==> config.mk <==
export PLATFORM = sky130hd
export DESIGN_NAME = snm_link
export DESIGN_NICKNAME = d
export VERILOG_FILES = /design/src/core/snm_pkg.sv /design/src/core/snm_shift_if.sv /design/src/core/snm_shifter.sv /design/src/core/snm_link.sv
export VERILOG_INCLUDE_DIRS = /design/src /design/src/core
export SDC_FILE = /design/constraint.sdc
export NUM_CORES = 1
export LEC_CHECK = 0
export ABC_AREA = 0
export BUFFER_PORTS_ARGS = -buffer_cell sky130_fd_sc_hd__buf_2
export CAP_MARGIN = 20
export CORE_ASPECT_RATIO = 1.75
export CORE_MARGIN = 5
export CORE_UTILIZATION = 45
export CTS_CLUSTER_SIZE = 10
export DETAILED_ROUTE_END_ITERATION = 7
export MAX_ROUTING_LAYER = met4
export PLACE_DENSITY = 0.66
export SYNTH_ARGS = -nofsm -noshare
export SYNTH_HDL_FRONTEND = slang
export SYNTH_SLANG_ARGS = --single-unit
==> constraint.sdc <==
create_clock -name ref_clk_in -period 3.85 [get_ports ref_clk_in]
set_clock_uncertainty 0.2 [all_clocks]
set_input_delay 0.1925 -clock ref_clk_in [delete_from_list [all_inputs] [get_ports ref_clk_in]]
set_output_delay 0.1925 -clock ref_clk_in [all_outputs]
set_load 0.02 [all_outputs]
==> src/core/snm_consts.svh <==
/*
  timing counts and fixed figures of the serial nor flash master link.
  assumes a 25 mhz core clock; included by bare name.
*/
`ifndef SNM_CONSTS_SVH
`define SNM_CONSTS_SVH

`define SNM_CLK_NS       40
`define SNM_CS_SETUP_NS  1000
`define SNM_CS_HOLD_NS   1000
// least times, so round up
`define SNM_CS_SETUP_CYC ((`SNM_CS_SETUP_NS + `SNM_CLK_NS - 1) / `SNM_CLK_NS)
`define SNM_CS_HOLD_CYC  ((`SNM_CS_HOLD_NS + `SNM_CLK_NS - 1) / `SNM_CLK_NS)
// half period of the serial clock in core cycles
`define SNM_HALF_CYC     4
`define SNM_TIMER_W      5
`define SNM_DEV_NUM      2
`define SNM_LANE_NUM     4
`define SNM_OE_ALL_OFF   4'b1111
`define SNM_OE_DUAL_ON   4'b1100
`define SNM_OE_QUAD_ON   4'b0000

`endif

==> src/core/snm_pkg.sv <==
/*
  types of the serial nor flash master link.
  assumes nothing of its surroundings.
*/
package snm_pkg;

  typedef enum logic [1:0] {
    SNM_SINGLE,
    SNM_DUAL,
    SNM_QUAD
  } snm_lane_mode_e;

  typedef enum logic [2:0] {
    SNM_IDLE,
    SNM_SETUP,
    SNM_LOW,
    SNM_HIGH,
    SNM_WAIT,
    SNM_HOLD
  } snm_state_e;

endpackage

==> src/core/snm_shift_if.sv <==
/*
  carrier between the link sequencer and its byte shifter.
  assumes both ends run on the same core clock.
*/
`timescale 1ns/1ns
`default_nettype none

interface snm_shift_if;
  logic                    load;
  logic                    launch;
  logic                    sample;
  logic                    release_lanes;
  snm_pkg::snm_lane_mode_e load_mode;
  logic                    load_read;
  logic [7:0]              load_byte;
  logic                    last_step;
  logic [7:0]              rx_byte;
  logic [3:0]              lane_in;
  logic                    ser_in;
  logic [3:0]              lane_out;
  logic [3:0]              lane_oe_n;
  logic                    ser_out;

  modport ctrl (
    output load, launch, sample, release_lanes, load_mode, load_read, load_byte,
    output lane_in, ser_in,
    input  last_step, rx_byte, lane_out, lane_oe_n, ser_out
  );
  modport shift (
    input  load, launch, sample, release_lanes, load_mode, load_read, load_byte,
    input  lane_in, ser_in,
    output last_step, rx_byte, lane_out, lane_oe_n, ser_out
  );
endinterface

`default_nettype wire

==> src/core/snm_shifter.sv <==
/*
  byte shifter: spreads one byte over one, two or four lanes msb first
  and gathers incoming bits into a byte.
  assumes the sequencer pulses launch at each load and at each falling serial clock edge
  but the first of a frame, and sample at each rising one, with synchronised lane inputs.
*/
`timescale 1ns/1ns
`default_nettype none
`include "snm_consts.svh"

module snm_shifter (
  // clock and reset
  input  wire logic ref_clk_in,
  input  wire logic arst_n_in,
  // sequencer side
  snm_shift_if.shift sh
);

  snm_pkg::snm_lane_mode_e mode;
  snm_pkg::snm_lane_mode_e src_mode;
  logic [7:0]              sr;
  logic [7:0]              src;
  logic [7:0]              rx;
  logic [2:0]              step;
  logic [2:0]              step_max;
  logic [3:0]              lane_out;
  logic [3:0]              lane_oe_n;
  logic                    ser_out;
  logic [7:0]              next_sr;
  logic [7:0]              next_rx;
  logic [3:0]              next_oe_n;

  // a load is also the first launch, so lanes settle before the first fall
  assign src      = sh.load ? sh.load_byte : sr;
  assign src_mode = sh.load ? sh.load_mode : mode;
  assign step_max = (mode == snm_pkg::SNM_QUAD) ? 3'h1 :
                    (mode == snm_pkg::SNM_DUAL) ? 3'h3 : 3'h7;

  always_comb
  begin
    case (src_mode)
      snm_pkg::SNM_DUAL:
      begin
        next_sr   = {src[5:0], 2'b00};
        next_oe_n = sh.load_read ? `SNM_OE_ALL_OFF : `SNM_OE_DUAL_ON;
      end
      snm_pkg::SNM_QUAD:
      begin
        next_sr   = {src[3:0], 4'h0};
        next_oe_n = sh.load_read ? `SNM_OE_ALL_OFF : `SNM_OE_QUAD_ON;
      end
      default:
      begin
        next_sr   = {src[6:0], 1'b0};
        next_oe_n = `SNM_OE_ALL_OFF;
      end
    endcase
  end

  always_comb
  begin
    case (mode)
      snm_pkg::SNM_DUAL: next_rx = {rx[5:0], sh.lane_in[1], sh.lane_in[0]}; // RL5
      snm_pkg::SNM_QUAD: next_rx = {rx[3:0], sh.lane_in[3:0]}; // RL6
      default:           next_rx = {rx[6:0], sh.ser_in}; // RL3
    endcase
  end

  always_ff @(posedge ref_clk_in or negedge arst_n_in)
  begin
    if (!arst_n_in)
    begin
      mode      <= snm_pkg::SNM_SINGLE;
      sr        <= 8'h00;
      step      <= 3'h0;
      lane_out  <= 4'h0;
      ser_out   <= 1'b1;
    end
    else if (sh.launch)
    begin
      mode <= src_mode;
      sr   <= next_sr; // RL2
      step <= sh.load ? 3'h0 : step + 3'h1;
      case (src_mode)
        snm_pkg::SNM_DUAL: lane_out[1:0] <= src[7:6]; // RL5
        snm_pkg::SNM_QUAD: lane_out      <= src[7:4]; // RL6
        default:           ser_out       <= src[7]; // RL7
      endcase
    end
  end

  always_ff @(posedge ref_clk_in or negedge arst_n_in)
  begin
    if (!arst_n_in)
      lane_oe_n <= `SNM_OE_ALL_OFF;
    else if (sh.release_lanes)
      lane_oe_n <= `SNM_OE_ALL_OFF;
    else if (sh.load)
      lane_oe_n <= next_oe_n;
  end

  always_ff @(posedge ref_clk_in or negedge arst_n_in)
  begin
    if (!arst_n_in)
      rx <= 8'h00;
    else if (sh.sample)
      rx <= next_rx; // RL3
  end

  assign sh.last_step = (step == step_max);
  assign sh.rx_byte   = rx;
  assign sh.lane_out  = lane_out;
  assign sh.lane_oe_n = lane_oe_n;
  assign sh.ser_out   = ser_out;

endmodule

`default_nettype wire

==> src/core/snm_link.sv <==
/*
  serial nor flash master link: frames a byte stream onto a mode 3 serial
  bus in single, dual or quad lanes, with a plain select per flash.
  assumes a 25 mhz core clock, an asynchronous active-low reset, and that
  the pad ring resolves each lane from its output and active-low enable.
*/
`timescale 1ns/1ns
`default_nettype none
`include "snm_consts.svh"

// How it works
// RL1: serial clock idles high, data launched on falls, sampled on rises (mode 3).
// RL2: outgoing bits change at each falling clock edge but a frame's first, whose bit is set when the byte is taken; most significant bit first.
// RL3: incoming bits sampled at each rising clock edge, first bit lands in bit 7.
// RL4: serial clock output stays high whenever no transfer is running.
// RL5: dual lanes: lane one carries bits 7,5,3,1; lane zero bits 6,4,2,0.
// RL6: quad lanes: lanes three to zero carry bits 7-4, then bits 3-0.
// RL7: single lane uses a dedicated serial output and dedicated serial input.
// RL8: flash select is a plain active-low output, not part of the shifter.
// RL9: about 1 us passes from select low to the first falling clock edge.
// RL10: about 1 us passes from the last rising clock edge to select high.
// RL11: one always-driven select output per attached flash.
// RL12: bytes leave in stream order and received bytes emerge in arrival order.
module snm_link (
  // clock and reset
  input  wire logic       ref_clk_in,
  input  wire logic       arst_n_in,
  // transmit byte stream
  input  wire logic       tx_valid_in,
  output logic            tx_ready_out,
  input  wire logic [7:0] tx_data_in,
  input  wire logic [1:0] tx_mode_in,
  input  wire logic       tx_read_in,
  input  wire logic       tx_last_in,
  input  wire logic       tx_dev_in,
  // receive byte stream
  output logic            rx_valid_out,
  output logic [7:0]      rx_data_out,
  output logic            busy_out,
  // flash pins
  output logic            sck_out,
  output logic [1:0]      flash_sel_n_out,
  output logic            master_serial_out,
  input  wire logic       master_serial_in,
  input  wire logic [3:0] data_lane_in,
  output logic [3:0]      data_lane_out,
  output logic [3:0]      data_lane_oe_n_out
);

  localparam logic [`SNM_TIMER_W-1:0] SETUP_LOAD = `SNM_TIMER_W'(`SNM_CS_SETUP_CYC - 1);
  localparam logic [`SNM_TIMER_W-1:0] HOLD_LOAD  = `SNM_TIMER_W'(`SNM_CS_HOLD_CYC - 1);
  localparam logic [`SNM_TIMER_W-1:0] HALF_LOAD  = `SNM_TIMER_W'(`SNM_HALF_CYC - 1);

  snm_shift_if sh ();

  snm_pkg::snm_state_e    state;
  snm_pkg::snm_state_e    next_state;
  logic [`SNM_TIMER_W-1:0] timer;
  logic [`SNM_TIMER_W-1:0] next_timer;
  logic                   sck;
  logic                   next_sck;
  logic [1:0]             sel_n;
  logic [1:0]             next_sel_n;
  logic [1:0]             sel_hit_n;
  logic                   last_q;
  logic                   rx_valid;
  logic                   next_rx_valid;
  logic                   step_launch;
  logic                   step_sample;
  logic                   release_lanes;
  logic [4:0]             pin_meta;
  logic [4:0]             pin_sync;
  logic                   timer_zero;
  logic                   tx_accept;

  // pins from the flash: two flops before any logic looks at them
  always_ff @(posedge ref_clk_in or negedge arst_n_in)
  begin
    if (!arst_n_in)
    begin
      pin_meta <= 5'h00;
      pin_sync <= 5'h00;
    end
    else
    begin
      pin_meta <= {master_serial_in, data_lane_in};
      pin_sync <= pin_meta;
    end
  end

  // decoding
  assign timer_zero   = (timer == '0);
  assign tx_ready_out = (state == snm_pkg::SNM_IDLE) || (state == snm_pkg::SNM_WAIT);
  assign tx_accept    = tx_valid_in & tx_ready_out; // RL12

  // one select per flash, picked once at the start of a frame
  genvar gi;
  generate
    for (gi = 0; gi < `SNM_DEV_NUM; gi = gi + 1)
    begin : g_sel
      assign sel_hit_n[gi] = (tx_dev_in != 1'(gi)); // RL11
    end
  endgenerate

  // shifter hook-up
  assign sh.load          = tx_accept;
  assign sh.launch        = tx_accept | step_launch; // RL2
  assign sh.sample        = step_sample; // RL3
  assign sh.release_lanes = release_lanes;
  assign sh.load_mode     = (tx_mode_in == 2'h1) ? snm_pkg::SNM_DUAL :
                            (tx_mode_in == 2'h2) ? snm_pkg::SNM_QUAD :
                                                   snm_pkg::SNM_SINGLE;
  assign sh.load_read     = tx_read_in;
  assign sh.load_byte     = tx_data_in;
  assign sh.lane_in       = pin_sync[3:0];
  assign sh.ser_in        = pin_sync[4];

  snm_shifter u_shifter (
    .ref_clk_in (ref_clk_in),
    .arst_n_in  (arst_n_in),
    .sh         (sh)
  );

  // sequencer
  always_comb
  begin
    next_state    = state;
    next_timer    = timer_zero ? timer : timer - `SNM_TIMER_W'(1);
    next_sck      = sck;
    next_sel_n    = sel_n;
    next_rx_valid = 1'b0;
    step_launch   = 1'b0;
    step_sample   = 1'b0;
    release_lanes = 1'b0;
    case (state)
      snm_pkg::SNM_IDLE:
      begin
        next_sck = 1'b1; // RL4
        if (tx_accept)
        begin
          next_sel_n = sel_hit_n; // RL8
          next_timer = SETUP_LOAD;
          next_state = snm_pkg::SNM_SETUP;
        end
      end
      snm_pkg::SNM_SETUP:
      begin
        if (timer_zero)
        begin
          next_sck   = 1'b0; // RL9
          next_timer = HALF_LOAD;
          next_state = snm_pkg::SNM_LOW;
        end
      end
      snm_pkg::SNM_LOW:
      begin
        if (timer_zero)
        begin
          step_sample = 1'b1; // RL1
          next_sck    = 1'b1;
          next_timer  = HALF_LOAD;
          next_state  = snm_pkg::SNM_HIGH;
        end
      end
      snm_pkg::SNM_HIGH:
      begin
        if (timer_zero)
        begin
          if (!sh.last_step)
          begin
            step_launch = 1'b1; // RL1
            next_sck    = 1'b0;
            next_timer  = HALF_LOAD;
            next_state  = snm_pkg::SNM_LOW;
          end
          else
          begin
            next_rx_valid = 1'b1; // RL12
            if (last_q)
            begin
              release_lanes = 1'b1;
              next_timer    = HOLD_LOAD; // RL10
              next_state    = snm_pkg::SNM_HOLD;
            end
            else
              next_state = snm_pkg::SNM_WAIT;
          end
        end
      end
      snm_pkg::SNM_WAIT:
      begin
        // clock parked high while the stream has no byte ready
        if (tx_accept)
        begin
          next_sck   = 1'b0;
          next_timer = HALF_LOAD;
          next_state = snm_pkg::SNM_LOW;
        end
      end
      snm_pkg::SNM_HOLD:
      begin
        if (timer_zero)
        begin
          next_sel_n = 2'h3; // RL10
          next_state = snm_pkg::SNM_IDLE;
        end
      end
      default:
      begin
        next_sck   = 1'b1;
        next_sel_n = 2'h3;
        next_state = snm_pkg::SNM_IDLE;
      end
    endcase
  end

  always_ff @(posedge ref_clk_in or negedge arst_n_in)
  begin
    if (!arst_n_in)
    begin
      state    <= snm_pkg::SNM_IDLE;
      timer    <= '0;
      sck      <= 1'b1; // RL4
      sel_n    <= 2'h3; // RL11
      rx_valid <= 1'b0;
    end
    else
    begin
      state    <= next_state;
      timer    <= next_timer;
      sck      <= next_sck;
      sel_n    <= next_sel_n;
      rx_valid <= next_rx_valid;
    end
  end

  always_ff @(posedge ref_clk_in or negedge arst_n_in)
  begin
    if (!arst_n_in)
      last_q <= 1'b0;
    else if (tx_accept)
      last_q <= tx_last_in;
  end

  // outputs
  assign sck_out            = sck;
  assign flash_sel_n_out    = sel_n;
  assign master_serial_out  = sh.ser_out; // RL7
  assign data_lane_out      = sh.lane_out;
  assign data_lane_oe_n_out = sh.lane_oe_n;
  assign rx_valid_out       = rx_valid;
  assign rx_data_out        = sh.rx_byte;
  assign busy_out           = (state != snm_pkg::SNM_IDLE);

endmodule

`default_nettype wire

==> flow_summary.toml <==
[status]
status = "completed"

[die]
dieArea_um2 = 7534
initial_core_util_pct = 45.45
rows = 37
dieWidth_um = 67.79
die_h_um = 111.1
coreArea_um2 = 5787
ioPinCount = 44

[detailed_routing]
firstDrtPassIters = 4
wl_mm = 5.716
drc_errors = 0
ant_nets = 0
vias_per_cell = 5.422
via_count = 2131
drt_iter0_drc = 90
route.detailed.wl_per_inst_um = 14.54

[critical_path]
cpMaxStageDelayCell = "or3b_2"
crit_path_max_incr_delay_ns = 0.70
endpoint_kind = "flip-flop"
cp_cell_sequence = "or3b_2 > nand2_1 > o21ai_0 > ha_1 > inv_1 > o21ai_0 > mux2_2"
cp_max_fo = 20
required_ns = 3.84
worstPathArrival_ns = 3.12
critical_path.most_common_cell = "o21ai_0"
path_class = "reg2reg"
cp-start-kind = "flip-flop"
reg2reg_slack_ns = 0.72

[sta]
tns_ns = 0
finalCriticalPeriod_ns = 3.129
grt_setup_unrepaired = "no"
slew_viol_final = 0
period_share_pct = 81.27
setup_violations = 0
hold_viol = 0
fmax_mhz = 319.6
slew_headroom_pct = 54.18
worst_pin_slew_ns = 0.6873

[power_and_ir_drop]
cellPowerDensity_nw_per_um2 = 728.5
ir_worst_vdd_mv = 0.4616
leakage_nw = 1.415

[global_route]
overflow = 0
grt_pass1_vias = 2221
grt.total_usage_pct = 16.80
grt_max_degree = 51
grt_pass1_wl_mm = 9.791
antenna_found_initial = 0

[synthesis]
ys_ff_latch = 50
ys.flop_type = "dfrtp_1"
yosysTopAreaCell = "dfrtp_1"
syn_nets = 300
synth_area_um2 = 2630
syn_avg_cell_area_um2 = 9.669
yosys_warnings = 0
synth-seq-area-share_pct = 47.86
synth_top_cell_area_share_pct = 41.86
synth_area_leaders = "dfrtp_1 (42%), dfstp_2 (6.0%), mux2_2 (4.7%), a21oi_1 (3.6%), nand2_1 (3.6%)"
synthArstFlopShare_pct = 100.0
synthDistinctLibCells = 47
syn_inst = 272
synth_edf_count = 0

[clock_network]
numCtsBuffers = 5
cts_root_buffer = "clkbuf_8"
clk_pin_slew_ns = 0.10
cts_tree = "built"
postCtsSetupRepairBufs = 0
clk_path_buf_depth = 2
htree_num_levels = 2
clkLatencyLatePin_ns = 0.30
cts.sinks = 50

[min_path]
min_path_type = "in2reg"

[placement]
place.gp.congestion = 0.8598
port_buffers = 43
dp_hpwl_mm = 4.014

[finish]
insertedDiodeCount = 0
drive_above_1_share_pct = 24.76
final_nets = 342
areaGrowthSynthToFinish_pct = 17.51
fin_util_pct = 53.41

[run]
cap_viol_max_count = 0
[report_power, final]
part / switching, mW / internal (mW)
logic: 0.591 / 0.429
registers: 0.151 / 0.697
clock network: 0.185 / 0.198
total: 0.926 / 1.33
[critical path: cells and delay by family (launching register included)]
family	cells	cell delay [ns]
mux	1	0.38
compound gates	2	0.30
flops	1	0.60
simple gates	2	0.83
buf+inv	1	0.17
fa+ha+maj	1	0.53
[registers in the layout, indices dropped and copies added, names as in the netlist, 2 cells and up]
name	count
pin_sync	5
u_shifter.sh.lane_out	4
state	3
u_shifter.sh.rx_byte	8
timer	5
u_shifter.mode	2
u_shifter.sh.lane_oe_n	2
pin_meta	5
u_shifter.sr	7
u_shifter.step	3
flash_sel_n_out	2
[cell type report]
cell class | instances | area (um^2)
clock buffers | 5 | 68.82
flip-flops and latches | 50 | 1259
well taps | 78 | 97.59
multi-input cells | 186 | 1224
inverters | 15 | 56.30
fillers | 545 | 2696
repair buffers | 56 | 337.8
clock inverters | 3 | 47.55
[per-layer routing]
layer,vias up,track usage [%],share of wire (%)
met5,-,-,0
met4,0,6.906,2.2
met3,11,2.231,2.8
met2,46,29.41,55
met1,1028,18.38,40
li1,1046,-,-
[timing repair]
item / CTS / global route
hold buffers: 10 / 0
hold endpoints to repair: 52 / 0
resized for setup: 0 / 0
[placed cells by master, fill, tap and decap left out, types with 6 or more instances in the layout]
cell	netlist	final
a22oi_1	10	10
mux2_2	11	11
dfrtp_1	44	44
inv_1	14	14
dlygate4sd3_1	0	10
buf_2	5	43
mux2i_1	6	6
nand2_1	25	25
o21ai_0	18	18
a21oi_1	19	19
ha_1	7	7
dfstp_2	6	6
nor2_1	25	25
[final timing paths]
kind / start / end / depth (start not counted)
max in group asynchronous: arst_n_in / u_shifter.sr[6] / 3
hold reg to reg: pin_meta[2] / pin_sync[2] / 0
min in group asynchronous: arst_n_in / u_shifter.sh.rx_byte[4] / 3
hold / removal: tx_valid_in / timer[1] / 3
setup / recovery: state[0] / u_shifter.sh.lane_out[0] / 7
setup reg to reg: state[0] / u_shifter.sh.lane_out[0] / 7
[cell usage after synthesis, types with 2 or more instances]
master and count:
xnor2_1 5, buf_4 3, o221ai_1 2, and3_1 3, nor3b_1 2, inv_1 14
mux2i_1 6, nand3_1 5, ha_1 7, mux2_2 11, o2bb2ai_1 4, a211o_1 2
o22ai_1 3, nor2_1 25, dfstp_2 6, a221o_1 2, buf_2 5, o21ai_0 18
o21ai_1 2, nand2b_1 5, nor3_1 4, a21oi_1 19, o21a_1 2, a31o_2 2
a31oi_1 4, a221oi_1 3, dfrtp_1 44, clkbuf_1 12, a22oi_1 10, nand2_1 25
[metrics by stage]
step | hold slack (ns) | power [mW] | setup WS (ns) | std cells | instance area, um^2
after floorplan | -0.3031 | 1.633 | 1.046 | 272 | 2630
after global placement | 0.1015 | 1.854 | 0.8392 | 375 | 2874
after detailed placement | 0.1031 | 1.867 | 0.7613 | 375 | 2874
after CTS | 0.02456 | 2.266 | 0.7500 | 393 | 3090
after global routing | 0.05004 | 2.427 | 0.6029 | 393 | 3090
final | 0.04459 | 2.251 | 0.7212 | 393 | 3090
[cell families (layout without fill, tap and decap cells)]
logic type,Yosys count,in the layout,synth area share [%]
xor gates and xnor gates,6,6,1.998
AOI/OAI and AO/OA,81,81,20.46
and+or+nand+nor,75,75,13.56
muxes,17,17,6.993
adders and majority gates,7,7,3.330
DFF,50,50,47.86
buffers and inverters,36,79,5.803
(Power assumes the default switching activity.)
